**config.mk**
```make
export PLATFORM = sky130hd
export DESIGN_NAME = sbcsm_bank
export DESIGN_NICKNAME = d
export VERILOG_FILES = /design/src/rtl/sbcsm_pkg.sv /design/src/rtl/sbcsm_bank.sv
export VERILOG_INCLUDE_DIRS = /design/src /design/src/rtl
export SDC_FILE = /design/constraint.sdc
export NUM_CORES = 1
export LEC_CHECK = 0
export BUFFER_PORTS_ARGS = -buffer_cell sky130_fd_sc_hd__buf_2
export CAP_MARGIN = 20
export CORE_MARGIN = 1
export CORE_UTILIZATION = 41
export DETAILED_ROUTE_END_ITERATION = 6
export PLACE_DENSITY_LB_ADDON = 0.12
export SLEW_MARGIN = 20
export SYNTH_ARGS = -nofsm -noshare
export SYNTH_HDL_FRONTEND = slang
export SYNTH_SLANG_ARGS = --single-unit
```
**constraint.sdc**
```tcl
create_clock -name clk -period 0.9 [get_ports clk]
set_clock_uncertainty 0.15 [all_clocks]
set_input_delay 0.09 -clock clk [delete_from_list [all_inputs] [get_ports clk]]
set_output_delay 0.09 -clock clk [all_outputs]
set_load 0.02 [all_outputs]
```
**src/rtl/sbcsm_cfg.svh**
```systemverilog
// constants of the per-bank sdram command state machine
`ifndef SBCSM_CFG_SVH
`define SBCSM_CFG_SVH
`define SBCSM_CLK_PERIOD_NS 100
`define SBCSM_TDPL_NS 20
`define SBCSM_TRP_NS 20
`define SBCSM_WREC_CYCLES (((`SBCSM_TDPL_NS + `SBCSM_CLK_PERIOD_NS - 1) / `SBCSM_CLK_PERIOD_NS) < 1 ? 1 : ((`SBCSM_TDPL_NS + `SBCSM_CLK_PERIOD_NS - 1) / `SBCSM_CLK_PERIOD_NS))
`define SBCSM_PRECH_CYCLES (((`SBCSM_TRP_NS + `SBCSM_CLK_PERIOD_NS - 1) / `SBCSM_CLK_PERIOD_NS) < 1 ? 1 : ((`SBCSM_TRP_NS + `SBCSM_CLK_PERIOD_NS - 1) / `SBCSM_CLK_PERIOD_NS))
`define SBCSM_CNT_W 4
`define SBCSM_LAT_PIPE 3
`endif

```
**src/rtl/sbcsm_pkg.sv**
```systemverilog
// types of the per-bank sdram command state machine
package sbcsm_pkg;
    // decoded command on the control pins
    typedef enum logic [3:0] {
        chip_unselected_cmd = 4'h0,
        idle_cycle_cmd = 4'h1,
        burst_halt_cmd = 4'h2,
        fetch_cmd = 4'h3,
        store_cmd = 4'h4,
        row_open_cmd = 4'h5,
        close_cmd = 4'h6,
        refresh_cmd = 4'h7,
        config_load_cmd = 4'h8
    } sbcsm_cmd_type;

    // bank states, one-hot
    typedef enum logic [6:0] {
        st_idle = 7'h01,
        st_active = 7'h02,
        st_fetch = 7'h04,
        st_store = 7'h08,
        st_fetch_ac = 7'h10,
        st_wrec = 7'h20,
        st_prech = 7'h40
    } sbcsm_state_type;

    // control pins sampled on the rising edge
    typedef struct packed {
        logic cs_n;
        logic ras_n;
        logic cas_n;
        logic we_n;
        logic bank_select_bit;
        logic autoclose_select_bit;
    } sbcsm_pins_type;
endpackage : sbcsm_pkg

```
**src/rtl/sbcsm_bank.sv**
```systemverilog
// per-bank command state machine of a two-bank synchronous dram
// Summary of operation
// - idle: deselect, no-op, halt do nothing, or power-down when clock enable drops
// - read burst continues on deselect/no-op, then row active
// - halt during read cuts burst, bank row active
// - read during read restarts burst at new column
// - write during read stops read, starts write burst
// - precharge during read ends burst then closes row
// - write burst continues on deselect/no-op, then write recovery
// - halt during write stops write data, bank row active
// - read during write cuts write, starts read burst
// - write during write restarts write burst at new column
// - precharge during write ends burst then closes row
// - read with auto-close completes, then precharges by itself
// - halted read keeps output driven until column latency has elapsed
// - power-down starts on clock enable falling, lasts while it stays low
`timescale 1ns/100ps
`include "sbcsm_cfg.svh"

module sbcsm_bank
    import sbcsm_pkg::*;
#(
    parameter logic BANK_ID = 1'b0
) (
    // clock and reset
    input wire logic clk,
    input wire logic nrst,
    // command pins
    input wire logic cke,
    input wire sbcsm_pins_type pins,
    // programmed burst length in beats (1..15) and column latency (2 or 3)
    input wire logic [3:0] burst_len,
    input wire logic [1:0] cas_latency,
    // bank status
    output sbcsm_state_type bank_state,
    output logic power_down,
    output logic dq_drive,
    output logic write_accept,
    // one-cycle event pulses
    output logic illegal_cmd,
    output logic refresh_start,
    output logic self_refresh_start,
    output logic config_load
);

    ////////////////////////////////////////////////////////////////////////////////
    // reset release and command decode

    logic rst_meta;
    logic rst_sync;

    // release is synchronised, assertion stays asynchronous
    always_ff @(posedge clk or negedge nrst) begin
        if (!nrst) begin
            rst_meta <= 1'b0;
            rst_sync <= 1'b0;
        end else begin
            rst_meta <= 1'b1;
            rst_sync <= rst_meta;
        end
    end

    // pin pattern to command, used for the live command and the checks
    function automatic sbcsm_cmd_type decode(input sbcsm_pins_type p);
        logic [2:0] rcw;
        rcw = {p.ras_n, p.cas_n, p.we_n};
        if (p.cs_n) begin
            decode = chip_unselected_cmd;
        end else begin
            unique case (rcw)
                3'b111: decode = idle_cycle_cmd;
                3'b110: decode = burst_halt_cmd;
                3'b101: decode = fetch_cmd;
                3'b100: decode = store_cmd;
                3'b011: decode = row_open_cmd;
                3'b010: decode = close_cmd;
                3'b001: decode = refresh_cmd;
                3'b000: decode = config_load_cmd;
            endcase
        end
    endfunction : decode

    sbcsm_cmd_type cmd;
    logic mine;
    logic close_me;

    assign cmd = decode(pins);
    assign mine = (pins.bank_select_bit == BANK_ID);
    // precharge with the auto-close bit high closes both banks
    assign close_me = (cmd == close_cmd) && (mine || pins.autoclose_select_bit);

    ////////////////////////////////////////////////////////////////////////////////
    // bank state machine

    sbcsm_state_type state;
    sbcsm_state_type next_state;
    logic [`SBCSM_CNT_W-1:0] cnt;
    logic [`SBCSM_CNT_W-1:0] next_cnt;
    logic cke_prev;
    logic next_power_down;
    logic next_illegal;
    logic next_ref;
    logic next_sref;
    logic next_cfg;
    logic rd_hit;
    logic wr_hit;

    assign rd_hit = (cmd == fetch_cmd) && mine;
    assign wr_hit = (cmd == store_cmd) && mine;

    // bursts and recovery count down; an interrupting read, write or precharge reloads the count
    always_comb begin
        next_state = state;
        next_cnt = cnt;
        next_illegal = 1'b0;
        next_ref = 1'b0;
        next_sref = 1'b0;
        next_cfg = 1'b0;
        // power-down is entered only on the falling edge of clock enable
        next_power_down = !cke && (power_down || cke_prev);
        if (cke) begin
            unique case (state)
                st_idle: begin
                    if ((cmd == row_open_cmd) && mine) begin
                        next_state = st_active;
                    end else if (cmd == refresh_cmd) begin
                        next_ref = 1'b1;
                    end else if (cmd == config_load_cmd) begin
                        next_cfg = 1'b1;
                    end else if (rd_hit || wr_hit) begin
                        next_illegal = 1'b1;
                    end
                    // deselect, no-op and halt leave the bank idle
                end
                st_active: begin
                    if (rd_hit) begin
                        next_state = pins.autoclose_select_bit ? st_fetch_ac : st_fetch;
                        next_cnt = burst_len;
                    end else if (wr_hit) begin
                        next_state = st_store;
                        next_cnt = burst_len;
                    end else if (close_me) begin
                        next_state = st_prech;
                        next_cnt = 4'(`SBCSM_PRECH_CYCLES);
                    end else if (((cmd == row_open_cmd) && mine) || (cmd == refresh_cmd)
                                 || (cmd == config_load_cmd)) begin
                        next_illegal = 1'b1;
                    end
                end
                st_fetch, st_store: begin
                    if (rd_hit) begin
                        // restart from the new column
                        next_state = pins.autoclose_select_bit ? st_fetch_ac : st_fetch;
                        next_cnt = burst_len;
                    end else if (wr_hit) begin
                        next_state = st_store;
                        next_cnt = burst_len;
                    end else if (cmd == burst_halt_cmd) begin
                        next_state = st_active;
                    end else if (close_me) begin
                        next_state = st_prech;
                        next_cnt = 4'(`SBCSM_PRECH_CYCLES);
                    end else if (((cmd == row_open_cmd) && mine) || (cmd == refresh_cmd)
                                 || (cmd == config_load_cmd)) begin
                        next_illegal = 1'b1;
                    end else if (cnt <= 4'h1) begin
                        // burst ran out: read to active, write to recovery
                        next_state = (state == st_fetch) ? st_active : st_wrec;
                        next_cnt = (state == st_fetch) ? 4'h0 : 4'(`SBCSM_WREC_CYCLES);
                    end else begin
                        next_cnt = cnt - 4'h1;
                    end
                end
                st_fetch_ac: begin
                    // everything but deselect/no-op and other-bank read, write, activate or single-bank precharge is refused here
                    if (rd_hit || wr_hit || close_me || (cmd == burst_halt_cmd)
                        || ((cmd == row_open_cmd) && mine) || (cmd == refresh_cmd)
                        || (cmd == config_load_cmd)) begin
                        next_illegal = 1'b1;
                    end
                    if (cnt <= 4'h1) begin
                        next_state = st_prech;
                        next_cnt = 4'(`SBCSM_PRECH_CYCLES);
                    end else begin
                        next_cnt = cnt - 4'h1;
                    end
                end
                st_wrec: begin
                    if (cnt <= 4'h1) begin
                        next_state = st_active;
                    end else begin
                        next_cnt = cnt - 4'h1;
                    end
                end
                st_prech: begin
                    if (cnt <= 4'h1) begin
                        next_state = st_idle;
                    end else begin
                        next_cnt = cnt - 4'h1;
                    end
                end
                default: begin
                    next_state = st_idle;
                    next_cnt = 4'h0;
                end
            endcase
        end else if (cke_prev && (state == st_idle) && (cmd == refresh_cmd)) begin
            next_sref = 1'b1;
        end
        // clock enable low freezes the bank: power-down or clock suspend
    end

    // bank state registers
    always_ff @(posedge clk or negedge rst_sync) begin
        if (!rst_sync) begin
            state <= st_idle;
            cnt <= 4'h0;
            cke_prev <= 1'b0;
            power_down <= 1'b0;
            illegal_cmd <= 1'b0;
            refresh_start <= 1'b0;
            self_refresh_start <= 1'b0;
            config_load <= 1'b0;
        end else begin
            state <= next_state;
            cnt <= next_cnt;
            cke_prev <= cke;
            power_down <= next_power_down;
            illegal_cmd <= next_illegal;
            refresh_start <= next_ref;
            self_refresh_start <= next_sref;
            config_load <= next_cfg;
        end
    end

    assign bank_state = state;

    ////////////////////////////////////////////////////////////////////////////////
    // data strobes and column latency

    logic [`SBCSM_LAT_PIPE-1:0] lat_pipe;
    logic [`SBCSM_LAT_PIPE-1:0] next_lat_pipe;
    logic next_dq_drive;
    logic next_write_accept;

    // a halted read still drains the latency pipe, so data stops late
    always_comb begin
        next_lat_pipe = {lat_pipe[`SBCSM_LAT_PIPE-2:0],
                         cke && ((state == st_fetch) || (state == st_fetch_ac))};
        next_dq_drive = (cas_latency == 2'h3) ? lat_pipe[1] : lat_pipe[0];
        next_write_accept = cke && (state == st_store);
    end

    // strobe registers
    always_ff @(posedge clk or negedge rst_sync) begin
        if (!rst_sync) begin
            lat_pipe <= '0;
            dq_drive <= 1'b0;
            write_accept <= 1'b0;
        end else begin
            lat_pipe <= next_lat_pipe;
            dq_drive <= next_dq_drive;
            write_accept <= next_write_accept;
        end
    end

    ////////////////////////////////////////////////////////////////////////////////
    // checks

    chk_idle_stays: assert property (@(posedge clk) disable iff (!rst_sync)
        (state == st_idle && cke && !(cmd == row_open_cmd && mine)) |=> state == st_idle)
        else $error("idle bank left idle without activate");
    chk_read_end: assert property (@(posedge clk) disable iff (!rst_sync)
        (state == st_fetch && cke && cnt == 4'h1
         && (cmd == idle_cycle_cmd || cmd == chip_unselected_cmd))
        |=> state == st_active)
        else $error("finished read did not return to row active");
    chk_halt_read: assert property (@(posedge clk) disable iff (!rst_sync)
        (state == st_fetch && cke && cmd == burst_halt_cmd) |=> state == st_active)
        else $error("halt did not end read burst");
    chk_read_restart: assert property (@(posedge clk) disable iff (!rst_sync)
        ((state == st_fetch || state == st_store) && cke && rd_hit)
        |=> (state == st_fetch || state == st_fetch_ac) && cnt == $past(burst_len))
        else $error("read did not restart burst");
    chk_write_start: assert property (@(posedge clk) disable iff (!rst_sync)
        ((state == st_fetch || state == st_store) && cke && wr_hit)
        |=> state == st_store ##1 write_accept || !cke)
        else $error("write did not start burst");
    chk_close_burst: assert property (@(posedge clk) disable iff (!rst_sync)
        ((state == st_fetch || state == st_store) && cke && close_me)
        |=> state == st_prech)
        else $error("precharge did not close row");
    chk_write_rec: assert property (@(posedge clk) disable iff (!rst_sync)
        (state == st_store && cke && cnt == 4'h1
         && (cmd == chip_unselected_cmd || cmd == idle_cycle_cmd))
        |=> state == st_wrec)
        else $error("finished write skipped recovery");
    chk_autoclose: assert property (@(posedge clk) disable iff (!rst_sync)
        (state == st_fetch_ac && cke && cnt == 4'h1) |=> state == st_prech)
        else $error("auto-close read did not precharge");
    chk_ac_illegal: assert property (@(posedge clk) disable iff (!rst_sync)
        (state == st_fetch_ac && cke && (rd_hit || cmd == burst_halt_cmd)) |=> illegal_cmd)
        else $error("command in auto-close read not flagged");
    chk_halt_latency: assert property (@(posedge clk) disable iff (!rst_sync)
        // a beat seen in read state reaches the pins three edges later at latency three
        (state == st_fetch && cke && cas_latency == 2'h3) ##1 $stable(cas_latency)
        |-> ##2 dq_drive)
        else $error("output stopped before latency elapsed");
    chk_pd_entry: assert property (@(posedge clk) disable iff (!rst_sync)
        (cke_prev && !cke) |=> power_down)
        else $error("power-down not entered on falling clock enable");

    cov_read_burst: cover property (@(posedge clk) disable iff (!rst_sync)
        state == st_fetch ##1 state == st_active);
    cov_write_rec: cover property (@(posedge clk) disable iff (!rst_sync)
        state == st_store ##1 state == st_wrec);
    cov_ac_close: cover property (@(posedge clk) disable iff (!rst_sync)
        state == st_fetch_ac ##1 state == st_prech);
    cov_power_down: cover property (@(posedge clk) disable iff (!rst_sync)
        state == st_idle && power_down);

endmodule : sbcsm_bank

```
==> out/metrics.yaml <==
run_status:
  outcome: "finished, violations left"
  violations: "negative hold slack, negative setup slack"
cts:
  h-tree-depth: 1
  root_buffer: "clkbuf_8"
  clock_latency_ps: 280
  tritoncts: "done"
  clk_pin_slew_worst_paths_ps: 100
  cts_made_buffers: 3
  clockBufferDepth: 2
  cts_hold_buf: 2
  cts.sinks: 23
critical_path:
  crit_type: "input port to flop"
  worstSetupEndpointType: "flop"
  worstPathRequired_ps: 910
  path_max_fanout: 7
  crit_path_start_kind: "input port"
  crit_chain: "buf_8, inv_6, ha_4, or4_4, a2111oi_4, a211oi_2, a21oi_4, o211ai_4, mux2_4"
  crit_slowest_cell: "or4_4"
  cpPeakStageDelay_ps: 550
  crit_arrival_ps: 2170
floorplanning:
  row_count: 22
  floorplan.die_area_um2: 4310
  start_util_pct: 44.1
  die_h_um: 65.7
  core_region_area_um2: 3770
  ios: 29
  die_x_um: 65.7
synth:
  syn_area_per_cell_um2: 9.04
  synth.top_cell.area_share_pct: 33.1
  yosysMostFrequentCell: "nor2_1"
  synth_ff_type: "dfrtp_1"
  synthCells: 184
  netlist_top_cells_count: "nor2_1, dfrtp_1, nand2_1"
  ys_ff_latch: 23
  synth.distinct_cells: 55
  synth-edff-count: 0
  ys_async_sr_fraction_pct: 100
  syn_area_um2: 1660
  yosys_warnings: 0
  synthTopCellsByArea: "dfrtp_1, mux2_4, nor2_1"
  synth.net_count: 203
  synth-seq-area-share_pct: 34.7
  synth_area_leader_cell: "dfrtp_1"
global_route:
  grt_max_degree: 22
  grt_overflow_total: 0
  grt_pass1_wl_um: 8750
  grt_pass1_vias: 1907
  grt_antenna_before_repair: 0
  grt_use_total_pct: 26.8
routing:
  drc: 0
  drt_wl_total_um: 5890
  vias: 1906
  drt.antenna.violating_nets: 0
  drtIter0Drc: 103
  via_per_inst: 5.56
  wl_per_cell_um: 17.2
  drtPass1Iterations: 4
worst_hold_path:
  hp-class: "input port to asynchronous set/reset pin"
final_layout:
  drive_gt1_share_pct: 61.4
  syn_to_final_growth_pct: 80.5
  nets: 315
  postLayoutCoreUtil_pct: 79.6
  final_cell_count_no_fill: 343
  antennaDiodeCount: 0
placement:
  io_buffers: 28
  hpwl_um: 3790
  dp_slack_ps: -1670
  gp_congestion: 0.845
  dpl.cell_count: 325
sta:
  drv_slew: 0
  fin_ws_ps: -1260
  setup_viol: 32
  final-hold-violation-count: 3
  period_share_pct: 240
  layout_min_cycle_time_ps: 2160
  hold_slack_ps: -32.8
  rsz0062_at_grt: "yes"
  max_clock_freq_mhz: 463
power_and_ir_drop:
  power_density_nw_per_um2: 1930
  ir_worst_vdd_uv: 1380
  power.leakage_nw: 1.38
flow_run:
  max_cap_violations: 0
-- final timing paths --
| check | startpoint | endpoint | slack, ps | cells after the start |
|---|---|---|---|---|
| worst max-delay path | pins[2] | bank_state[2]$_DFFE_PN0P_ | -1260 | 9 |
| min in group clk | cas_latency[1] | dq_drive$_DFF_PN0_ | 0 | 3 |
| worst min register to register | rst_sync$_DFF_PN0_ | config_load$_DFF_PN0_ | 60 | 1 |
| worst min-delay path | nrst | rst_sync$_DFF_PN0_ | -30 | 2 |
| worst max register to register | bank_state[5]$_DFFE_PN0P_ | bank_state[2]$_DFFE_PN0P_ | -1250 | 6 |
| max in group asynchronous | rst_sync$_DFF_PN0_ | bank_state[0]$_DFFE_PN1P_ | 310 | 1 |
-- registers in the layout (all words and copies together), names as in the netlist --
signal and count:
rst_sync 1, power_down 1, lat_pipe 2, illegal_cmd 1, rst_meta 1, self_refresh_start 1
dq_drive 1, cnt 4, write_accept 1, config_load 1, bank_state 7, cke_prev 1
refresh_start 1
-- through the flow --
step / cell area [um2] / hold WS, ps / total power [W] / setup TNS [ps]
finish: 3000 / -32.8 / 0.00578 / -21460
global route: 3000 / -6.05 / 0.00607 / -23240
CTS: 2850 / -31.9 / 0.00533 / -20810
detailed placement: 2450 / -273 / 0.00413 / -23070
global placement: 2450 / -276 / 0.00409 / -22660
floorplan: 1760 / -356 / 0.00287 / -19910
-- cell usage in the layout, fill, tap and decap left out, types with 3 or more instances in the layout --
master    instances
nor2_1           14
dfrtp_1          18
o21ai_2           3
buf_4            66
o21ai_0           3
nor2_4            4
dfrtp_2           4
nor2_2            5
nor3_1            6
mux2i_1           3
inv_1             8
nand2_1          13
ha_1              3
a21oi_1           3
buf_6            32
clkbuf_8          3
nor3_4            4
mux2_4            7
nand2b_1          3
nand4_1           3
buf_2            12
nand3_1           6
nor2b_1           3
-- critical path: cells and delay by family --
| kind | cells | cell delay (ps) |
|---|---|---|
| AOI/OAI and AO/OA | 4 | 840 |
| and+or+nand+nor | 1 | 550 |
| adders and majority gates | 1 | 190 |
| muxes | 1 | 340 |
| buffers and inverters | 2 | 150 |
-- repair_timing --
action	CTS	global route
pin swaps	19	12
setup endpoints to repair	32	34
endpoints found under the hold margin	4	2
gates resized for setup	81	26
setup buffers	5	9
-- report_power, final --
| part | switching, W | internal, W | total, W |
|---|---|---|---|
| combinational | 0.00182 | 0.00194 | 0.00376 |
| sequential | 0.000158 | 0.00116 | 0.00131 |
| clock | 0.000389 | 0.000314 | 0.000704 |
-- routing by layer --
layer | routed length (um) | global-route usage (%) | vias to the layer above
met5 | 0 | 0 | -
met4 | 85 | 13.3 | 0
met3 | 234 | 3.13 | 8
met2 | 3070 | 46.2 | 67
met1 | 2500 | 32.7 | 945
li1 | - | - | 886
-- area by class of cell --
cell class / instances / area (um2)
Fill cell: 226 / 769
Tap cell: 48 / 60.1
Clock buffer: 3 / 41.3
Multi-Input combinational cell: 143 / 1270
Inverter: 10 / 55.1
Timing Repair Buffer: 115 / 988
Sequential cell: 23 / 582
Clock inverter: 1 / 7.51
-- logic make-up (layout without fill, tap and decap cells) --
group,count (synthesis),after routing,synth area share (%)
and+or+nand+nor,82,82,24.5
AOI/OAI and AO/OA,40,40,21.6
other,1,1,0.226
DFF,23,23,34.7
adders and majority gates,4,4,3.01
buffers and inverters,18,129,4.59
muxes,12,12,9.26
xor gates and xnor gates,4,4,2.11
(Power assumes the default switching activity.)
